$ cat config.mk
export PLATFORM = sky130hd
export DESIGN_NAME = mbo_barrier
export DESIGN_NICKNAME = d
export VERILOG_FILES = /design/src/mbo_pkg.sv /design/src/mbo_barrier.sv /design/src/mbo_decode.sv
export SDC_FILE = /design/constraint.sdc
export NUM_CORES = 1
export LEC_CHECK = 0
export BUFFER_PORTS_ARGS = -buffer_cell sky130_fd_sc_hd__buf_2
export CAP_MARGIN = 30
export CORE_MARGIN = 5
export CORE_UTILIZATION = 25
export CTS_BUF_LIST = sky130_fd_sc_hd__clkbuf_4 sky130_fd_sc_hd__clkbuf_8
export DETAILED_ROUTE_END_ITERATION = 10
export GPL_ROUTABILITY_DRIVEN = 0
export PLACE_DENSITY = 0.48
export SKIP_CTS_REPAIR_TIMING = 1
export SLEW_MARGIN = 20
export SYNTH_ARGS = -nofsm -noshare
export SYNTH_HDL_FRONTEND = slang
export SYNTH_SLANG_ARGS = --single-unit
export TNS_END_PERCENT = 20
$ cat constraint.sdc
create_clock -name i_clk -period 4.46 [get_ports i_clk]
set_input_delay 0 -clock i_clk [delete_from_list [all_inputs] [get_ports i_clk]]
set_output_delay 0 -clock i_clk [all_outputs]
set_load 0.05 [all_outputs]
$ cat src/mbo_pkg.sv
// Notes on behaviour
// - Decode barrier opcode; take five-bit type field.
// - Type zero is full completion barrier.
// - Older covered accesses globally performed before younger.
// - Load done at writeback; store when visible.
// - Only uncached or coherent accesses are constrained; the code holds every access during a barrier.
// - Instruction fetches are never held by barriers.
// - Undefined nonzero types act as type zero.
// - Ordering barrier: older reach ordering point first.
// - External requests globally performed in program order.
// - Ordering barrier skips waiting for completion.
// - Cache ops and prefetches count as accesses.
// - Type 4 orders stores; 0x13 orders loads.
// - Acquire and release order loads and stores.
// - Type 0x10 full ordering without completion.
package mbo_pkg;
	// Instruction field layout.
	localparam int MBO_MAJ_LSB = 26;
	localparam int MBO_ZERO_LSB = 21;
	localparam int MBO_TYPE_LSB = 16;
	localparam int MBO_MINOR_LSB = 6;
	localparam logic [5:0] MBO_MAJOR_OPCODE_GROUP = 6'h00;
	localparam logic [9:0] MBO_MINOR_BARRIER = 10'h1AD;
	localparam logic [5:0] MBO_EXTENDED_FUNCTION_GROUP = 6'h3C;
	// Barrier type codes.
	localparam logic [4:0] MBO_T_COMPLETION = 5'h00;
	localparam logic [4:0] MBO_T_WRITE_BARRIER = 5'h04;
	localparam logic [4:0] MBO_T_FULL_ORDERING_BARRIER = 5'h10;
	localparam logic [4:0] MBO_T_ACQUIRE = 5'h11;
	localparam logic [4:0] MBO_T_RELEASE = 5'h12;
	localparam logic [4:0] MBO_T_READ_BARRIER = 5'h13;
	// Access memory types.
	localparam logic [1:0] MBO_MT_UNCACHED = 2'h0;
	localparam logic [1:0] MBO_MT_COHERENT = 2'h1;
	// Access kinds.
	localparam logic [1:0] MBO_K_LOAD = 2'h0;
	localparam logic [1:0] MBO_K_STORE = 2'h1;
	localparam logic [1:0] MBO_K_CACHE_OP = 2'h2;
	localparam logic [1:0] MBO_K_PREFETCH = 2'h3;
	// Outstanding counter width and reset value.
	localparam int MBO_CNT_W = 6;
	localparam logic [5:0] MBO_CNT_RST = 6'h00;
	// Barrier controller states, one-hot.
	typedef enum logic [2:0] {
		MBO_IDLE = 3'b001,
		MBO_DRAIN = 3'b010,
		MBO_RELEASE = 3'b100
	} mbo_state_type;
endpackage

$ cat src/mbo_barrier.sv
// Barrier controller between the issue stage and the load/store datapath.
// Older accesses are tracked by two counters per class: those not yet past
// the ordering point, and those not yet globally performed.
module mbo_barrier #(
	parameter int CNT_W = mbo_pkg::MBO_CNT_W // Outstanding counter width.
) (
	input wire logic i_clk, // Core clock.
	input wire logic i_nrst, // Asynchronous reset, active low.
	input wire logic i_insn_valid, // Instruction word valid at issue.
	input wire logic [31:0] i_insn, // Instruction at issue.
	output logic o_insn_stall, // Barrier instruction not yet retired.
	input wire logic i_acc_valid, // Memory access wants to issue.
	input wire logic [1:0] i_acc_kind, // Load, store, cache op, prefetch.
	input wire logic [1:0] i_acc_mtype, // Memory access type.
	output logic o_acc_hold, // Access issue held this cycle.
	input wire logic i_ord_ld, // A load passed the ordering point.
	input wire logic i_ord_st, // A store passed the ordering point.
	input wire logic i_done_ld, // A load wrote its destination register.
	input wire logic i_done_st, // A store became globally visible.
	output logic o_ext_order, // External requests must stay in order.
	output logic o_busy // Barrier in progress.
);
	import mbo_pkg::*;

	mbo_state_type state; // Controller state.
	logic dec_bar, dec_old_ld, dec_old_st, dec_y_ld, dec_y_st, dec_cmp;
	logic old_ld, old_st, y_ld, y_st, cmp; // Latched barrier masks.
	logic [CNT_W-1:0] ord_ld_cnt, ord_st_cnt; // Before ordering point.
	logic [CNT_W-1:0] gp_ld_cnt, gp_st_cnt; // Not yet globally performed.
	logic acc_covered, acc_is_ld, issue, met, next_hold, hold;

	mbo_decode u_dec (
		.i_insn(i_insn),
		.o_is_barrier(dec_bar),
		.o_older_ld(dec_old_ld),
		.o_older_st(dec_old_st),
		.o_young_ld(dec_y_ld),
		.o_young_st(dec_y_st),
		.o_complete(dec_cmp)
	);

	// Only uncached and coherent accesses are counted; cache ops and
	// prefetches are treated as loads when counted.
	always_comb begin
		acc_covered = (i_acc_mtype == MBO_MT_UNCACHED)
			|| (i_acc_mtype == MBO_MT_COHERENT);
		acc_is_ld = (i_acc_kind != MBO_K_STORE);
	end

	// Condition is met once every selected older class has drained: to the
	// ordering point only, or to global performance for completion.
	always_comb begin
		met = 1'b1;
		if (old_ld && ord_ld_cnt != '0) begin
			met = 1'b0;
		end
		if (old_st && ord_st_cnt != '0) begin
			met = 1'b0;
		end
		if (cmp && (gp_ld_cnt != '0 || gp_st_cnt != '0)) begin
			met = 1'b0;
		end
	end

	// Every younger access waits while a barrier is in progress; fetch is never held.
	always_comb begin
		next_hold = 1'b0;
		if (state != MBO_IDLE || (i_insn_valid && dec_bar)) begin
			next_hold = 1'b1;
		end
		issue = i_acc_valid && !hold;
	end

	// Hold is registered; a held access is younger, so blocking uncovered
	// classes too keeps program order simple at a cycle's cost.
	always_ff @(posedge i_clk or negedge i_nrst) begin
		if (!i_nrst) begin
			hold <= 1'b0;
		end else begin
			hold <= next_hold;
		end
	end

	// Barrier sequencing.
	always_ff @(posedge i_clk or negedge i_nrst) begin
		if (!i_nrst) begin
			state <= MBO_IDLE;
			old_ld <= 1'b0;
			old_st <= 1'b0;
			y_ld <= 1'b0;
			y_st <= 1'b0;
			cmp <= 1'b0;
		end else begin
			unique case (state)
				MBO_IDLE: begin
					if (i_insn_valid && dec_bar) begin
						old_ld <= dec_old_ld;
						old_st <= dec_old_st;
						y_ld <= dec_y_ld;
						y_st <= dec_y_st;
						cmp <= dec_cmp;
						state <= MBO_DRAIN;
					end
				end
				MBO_DRAIN: begin
					if (met) begin
						state <= MBO_RELEASE;
					end
				end
				MBO_RELEASE: begin
					state <= MBO_IDLE;
				end
			endcase
		end
	end

	// Outstanding counters; loads are done at writeback, stores when
	// visible everywhere.
	always_ff @(posedge i_clk or negedge i_nrst) begin
		if (!i_nrst) begin
			ord_ld_cnt <= MBO_CNT_RST;
			ord_st_cnt <= MBO_CNT_RST;
			gp_ld_cnt <= MBO_CNT_RST;
			gp_st_cnt <= MBO_CNT_RST;
		end else begin
			ord_ld_cnt <= ord_ld_cnt
				+ CNT_W'(issue && acc_covered && acc_is_ld) - CNT_W'(i_ord_ld);
			ord_st_cnt <= ord_st_cnt
				+ CNT_W'(issue && acc_covered && !acc_is_ld) - CNT_W'(i_ord_st);
			gp_ld_cnt <= gp_ld_cnt
				+ CNT_W'(issue && acc_covered && acc_is_ld)
				- CNT_W'(i_done_ld);
			gp_st_cnt <= gp_st_cnt
				+ CNT_W'(issue && acc_covered && !acc_is_ld)
				- CNT_W'(i_done_st);
		end
	end

	// Registered outputs.
	always_ff @(posedge i_clk or negedge i_nrst) begin
		if (!i_nrst) begin
			o_acc_hold <= 1'b0;
			o_insn_stall <= 1'b0;
			o_ext_order <= 1'b0;
			o_busy <= 1'b0;
		end else begin
			o_acc_hold <= next_hold;
			o_insn_stall <= (state == MBO_DRAIN) && !met;
			// At the taking edge the latched mask is stale, so use the decode.
			if (state == MBO_IDLE) begin
				o_ext_order <= next_hold && !(i_insn_valid && dec_bar && dec_cmp);
			end else begin
				o_ext_order <= next_hold && !cmp;
			end
			o_busy <= next_hold;
		end
	end
endmodule // mbo_barrier

$ cat src/mbo_decode.sv
// Instruction decoder for the barrier: produces the class masks.
module mbo_decode (
	input wire logic [31:0] i_insn, // Instruction word.
	output logic o_is_barrier, // Instruction is a barrier.
	output logic o_older_ld, // Older loads must reach ordering point.
	output logic o_older_st, // Older stores must reach ordering point.
	output logic o_young_ld, // Younger loads are held.
	output logic o_young_st, // Younger stores are held.
	output logic o_complete // Older accesses must be globally performed.
);
	import mbo_pkg::*;
	logic [4:0] btype;

	// Field match; the spare five-bit field must be zero.
	always_comb begin
		btype = i_insn[MBO_TYPE_LSB +: 5];
		o_is_barrier = (i_insn[MBO_MAJ_LSB +: 6] == MBO_MAJOR_OPCODE_GROUP)
			&& (i_insn[MBO_ZERO_LSB +: 5] == 5'h00)
			&& (i_insn[MBO_MINOR_LSB +: 10] == MBO_MINOR_BARRIER)
			&& (i_insn[5:0] == MBO_EXTENDED_FUNCTION_GROUP);
	end

	// Per-type masks; every other code falls to the completion barrier.
	always_comb begin
		o_older_ld = 1'b1;
		o_older_st = 1'b1;
		o_young_ld = 1'b1;
		o_young_st = 1'b1;
		o_complete = 1'b0;
		case (btype)
			MBO_T_WRITE_BARRIER: begin
				o_older_ld = 1'b0;
				o_young_ld = 1'b0;
			end
			MBO_T_READ_BARRIER: begin
				o_older_st = 1'b0;
				o_young_st = 1'b0;
			end
			MBO_T_ACQUIRE: begin
				o_older_st = 1'b0;
			end
			MBO_T_RELEASE: begin
				o_young_ld = 1'b0;
			end
			MBO_T_FULL_ORDERING_BARRIER: begin
			end
			default: begin
				o_complete = 1'b1;
			end
		endcase
	end
endmodule // mbo_decode

Word level (Yosys, flattened, before mapping)
Index checks and enable logic that the tools add are counted.

operators by class
  $add $sub $neg = 8
  equality and inequality tests = 15
  muxes and demuxes = 11
  reductions and logical operators = 34

operators with widths
  cell                                                                     number
  6-bit by 1-bit adder with 6-bit output                                   4
  6-bit nonzero test                                                       4
  6-bit by 1-bit subtractor with 6-bit output                              4
  5-bit == test, second input constant                                     4
  1-bit logical AND                                                        15
  10-bit by 9-bit == test with 1-bit output, second input constant         1
  3-bit case mux with 3 select lines                                       1
  1-bit 2-to-1 mux                                                         8
  6-bit == test, second input constant                                     1
  6-bit logical NOT                                                        1
  3-bit 2-to-1 mux                                                         2
  5-bit by 3-bit == test with 1-bit output, second input constant          1
  1-bit logical NOT                                                        5
  5-bit logical NOT                                                        1
  5-bit OR reduction                                                       1
  2-bit inequality test, second input constant                             2
  2-bit AND reduction                                                      2
  3-bit by 1-bit == test with 1-bit output, second input constant          1
  3-bit by 2-bit == test with 1-bit output, second input constant          1
  3-bit == test, second input constant                                     1
  1-bit logical OR                                                         3
  3-bit by 1-bit inequality test with 1-bit output, second input constant  1
  2-bit by 1-bit == test with 1-bit output, second input constant          1
  2-bit logical NOT                                                        1
  other kinds (2)                                                          2

storage, ports and cells
  register bits = 33
  input bits = 44
  logic and storage cells = 79

Depth between registers and ports, before layout
  depth after elaboration = 9
  mapped depth = 11

Cells and area by module
A second synthesis with hierarchy kept.

second synthesis, totals
  cells, all modules = 201
  area total of the unflattened synthesis = 2118.3 µm²

modules (own cells, without submodules)
  module       instances  cells each  area each (µm²)  sequential area each (µm²)
  mbo_barrier  1          181         1975.6           827.0
  mbo_decode   1          20          142.6            0.0

Least setup slack after synthesis
Ideal clock, no wire load.

  path type = register to register
  start = register o_busy (netlist name)
  end = register ord_ld_cnt[5]
  data arrival time = 2315 ps
  data required time = 4381 ps
  path slack = 2066 ps
  stages on the path, launching flop included = 10
  path buffers = 0
  clock period less this slack = 2394 ps
  cell sequence = dfrtp_1 nor3b_1 o21ai_0 ha_1 inv_1 ha_1 a21o_1 a311o_1 a21oi_1 xor2_1

RTL lines
  what                  line                RTL
  end signal, assigned  mbo_barrier.sv:126  ord_ld_cnt <= ord_ld_cnt
  end, declared         mbo_barrier.sv:28   logic [CNT_W-1:0] ord_ld_cnt, ord_st_cnt;

==> metrics <==
Die ar. 10400 sq um; area added between synthesis and finish 22.8%; syn nets 278; Synth Area in Adders 22.6%; I/O Pins 48; Hold Path Cell Cnt 3; post-synthesis compound-gate area fraction 9.72%; worst-case hold path end point old_st$_DFFE_PN0P_; reg2reg start o_busy$_DFF_PN0_; largest net degree at the start of global routing 34; CP Class reg2reg; YS warnings 0; Placed Area 2480 sq um; max-slew violation count 0; largest family of logic cells by synthesized area adder cells; most used cell along the critical path ha_1; Final Hold Viols 0; Final nets 331; Synth area leaders dfrtp_1 38%, ha_1 19%, inv_1 7.8%; Reg2Reg Depth 9; via count 1496; layout cells sized above 1 23.8%; Starting Density 25.7%; Clock transition at path regs 0.08 ns; routed len/inst 11.8 microns; post-synth top area cell dfrtp_1; slew margin rel. 48.8%; Max rail drop VDD 165 uV; vias per std cell 4.19; CTS tree yes; #FFs+latches synth 33; WP data arrival 2.79 ns; slew at the pin closest to its max-slew limit 0.768 ns; total gr overflow 0; crit path time final 2.58 ns; estimated wirelength of the detail-placed design 3440 microns; Design Area, Final 2610 sq um; Die X 102 microns; antenna violations before repair 0; Synth Area in XOR/XNOR 7.01%; Worst R2R Setup Slack 1.88 ns; DRC 0; Port-buffer cells 46; core box area 8260 sq um; Min-Delay Path Class in2reg; CP Capture Type flip-flop; fraction of post-synthesis cell area in the top cell type by area 37.7%; slowest CP cell dfrtp_1; Leak 1.37 nW; Die Span Y 102 microns; final wirelength 4220 microns; Syn Inst Count 198; final hold slack 0.0227 ns; simple-gate share of the synthesized area 12.0%; Top FF cell, synth dfrtp_1; final setup violating endpoints 0; ys async rst share 100%; setup TNS 0 ns; vias in the first global route 1575; syn_area_per_cell 10.7 sq um; Final ANT Viol Nets 0; hold_sp i_insn[16]; worst skew pair latency 0.29 ns; post-synthesis sequential area ratio 39.0%; mapped cell area 2120 sq um; Worst setup SP type flip-flop; Total GRT Usage 8.53%; clock sink count 33; H-tree depth 2; FP Rows 33; most common cell after layout, fill and taps aside buf_2; EDFF count, synth 0; Clock Path Buffers 2; worst-path fanout max 3; outcome completed; Pwr Density 664 nW/um^2; Worst Skew 0.00988 ns; Reg2Reg Capture Point ord_ld_cnt[5]$_DFF_PN0_; CTS Buf Count 5; Synth cell types 34; final worst path period share 57.8%; Crit path required time 4.68 ns; DR iter-0 viols 18; total chip power 1.73 mW; most frequent cells in the layout 46 x buf_2, 44 x inv_1, 32 x ha_1, 32 x dfrtp_1, 14 x a21oi_1; CP Cell Sequence nor3b_1 > o21ai_0 > ha_1 > inv_1 > ha_1 > a21o_1 > a311o_1 > a21oi_1 > xor2_1; first-pass GRT wire length 6910 microns; mux contribution to synthesized area 1.59%; Worst path max stage delay 0.41 ns; FMAX 388 MHz; max_cap viols 0; diode count 0; TritonRoute pass-1 iters 4; root buf cell clkbuf_8; RSZ-0062 raised after global routing false; CP startpoint o_busy$_DFF_PN0_
==> cell families after synthesis <==
kind of cell,after synthesis
simple gates,34
fa+ha+maj,36
mux,3
xor+xnor,17
flops,33
compound gates,30
buf+inv,45
==> flip-flops by register name, indices dropped and copies added (netlist names) <==
| name | cells |
|---|---|
| cmp | 1 |
| gp_ld_cnt | 6 |
| gp_st_cnt | 6 |
| o_busy | 1 |
| o_ext_order | 1 |
| o_insn_stall | 1 |
| old_ld | 1 |
| old_st | 1 |
| ord_ld_cnt | 6 |
| ord_st_cnt | 6 |
| state | 3 |
==> worst max-delay path by stage <==
stage / to / slack, ns / cells after the start
4_1_cts: ord_ld_cnt[5]$_DFF_PN0_ / 1.66 / 9
2_1_floorplan: ord_ld_cnt[5]$_DFF_PN0_ / 2.07 / 9
6_report: ord_ld_cnt[5]$_DFF_PN0_ / 1.88 / 9
3_3_place_gp: ord_ld_cnt[5]$_DFF_PN0_ / 1.71 / 9
5_1_grt: gp_ld_cnt[5]$_DFF_PN0_ / 1.48 / 9
3_5_place_dp: gp_ld_cnt[4]$_DFF_PN0_ / 1.69 / 10
==> metal layers <==
| layer | wire length (microns) | up-vias | GRT usage [%] | part of all wire [%] |
|---|---|---|---|---|
| met5 | 0 | - | 0 | 0 |
| met4 | 46 | 0 | 3.03 | 1.1 |
| met3 | 151 | 5 | 2.39 | 3.6 |
| met2 | 2110 | 15 | 14.5 | 50 |
| met1 | 1920 | 703 | 10.3 | 45 |
| li1 | - | 773 | - | - |
==> per-stage QoR <==
step | util, % | worst slack, ns | std cells
global route | 31.6 | 1.48 | 357
detailed placement | 30.0 | 1.69 | 348
global placement | 30.0 | 1.71 | 348
CTS | 31.5 | 1.66 | 356
floorplan | - | 2.07 | 198
finish | 31.6 | 1.88 | 357
==> final cells by class <==
class / count / area (sq um)
fillers: 869 / 5650
clock inverters: 1 / 30.0
clock buffers: 7 / 90.1
inverters: 44 / 165
multi-input cells: 120 / 1120
repair buffers: 47 / 240
flip-flops and latches: 33 / 827
well taps: 105 / 131
==> synth_stat cells, drive strengths merged (2+ instances only) <==
library cell  count
nand4             4
a21oi            14
nand2             2
nor2b             6
xnor2             9
inv              44
dfrtp            32
fa                4
a21o              4
nor4bb            3
o21bai            2
xor2              8
nor4              5
nor2              5
mux2              3
nor3b             3
a311o             4
ha               32
==> report_power, final <==
group	internal (mW)	total, mW	leakage (nW)	switching [mW]
registers	0.445	0.512	0.402	0.0676
logic	0.440	0.917	0.901	0.478
clock network	0.188	0.301	0.0619	0.113
total	1.07	1.73	1.37	0.658
==> critical path, delay by kind of cell (launching register included) <==
family	cells	cell delay, ns
AO/OA/AOI/OAI	4	0.99
buffers and inverters	1	0.04
XOR/XNOR	1	0.15
AND/OR/NAND/NOR	1	0.39
adder cells (fa/ha/maj)	2	0.53
flip-flops	1	0.41
Note: power is estimated with default switching activity, not from simulation.
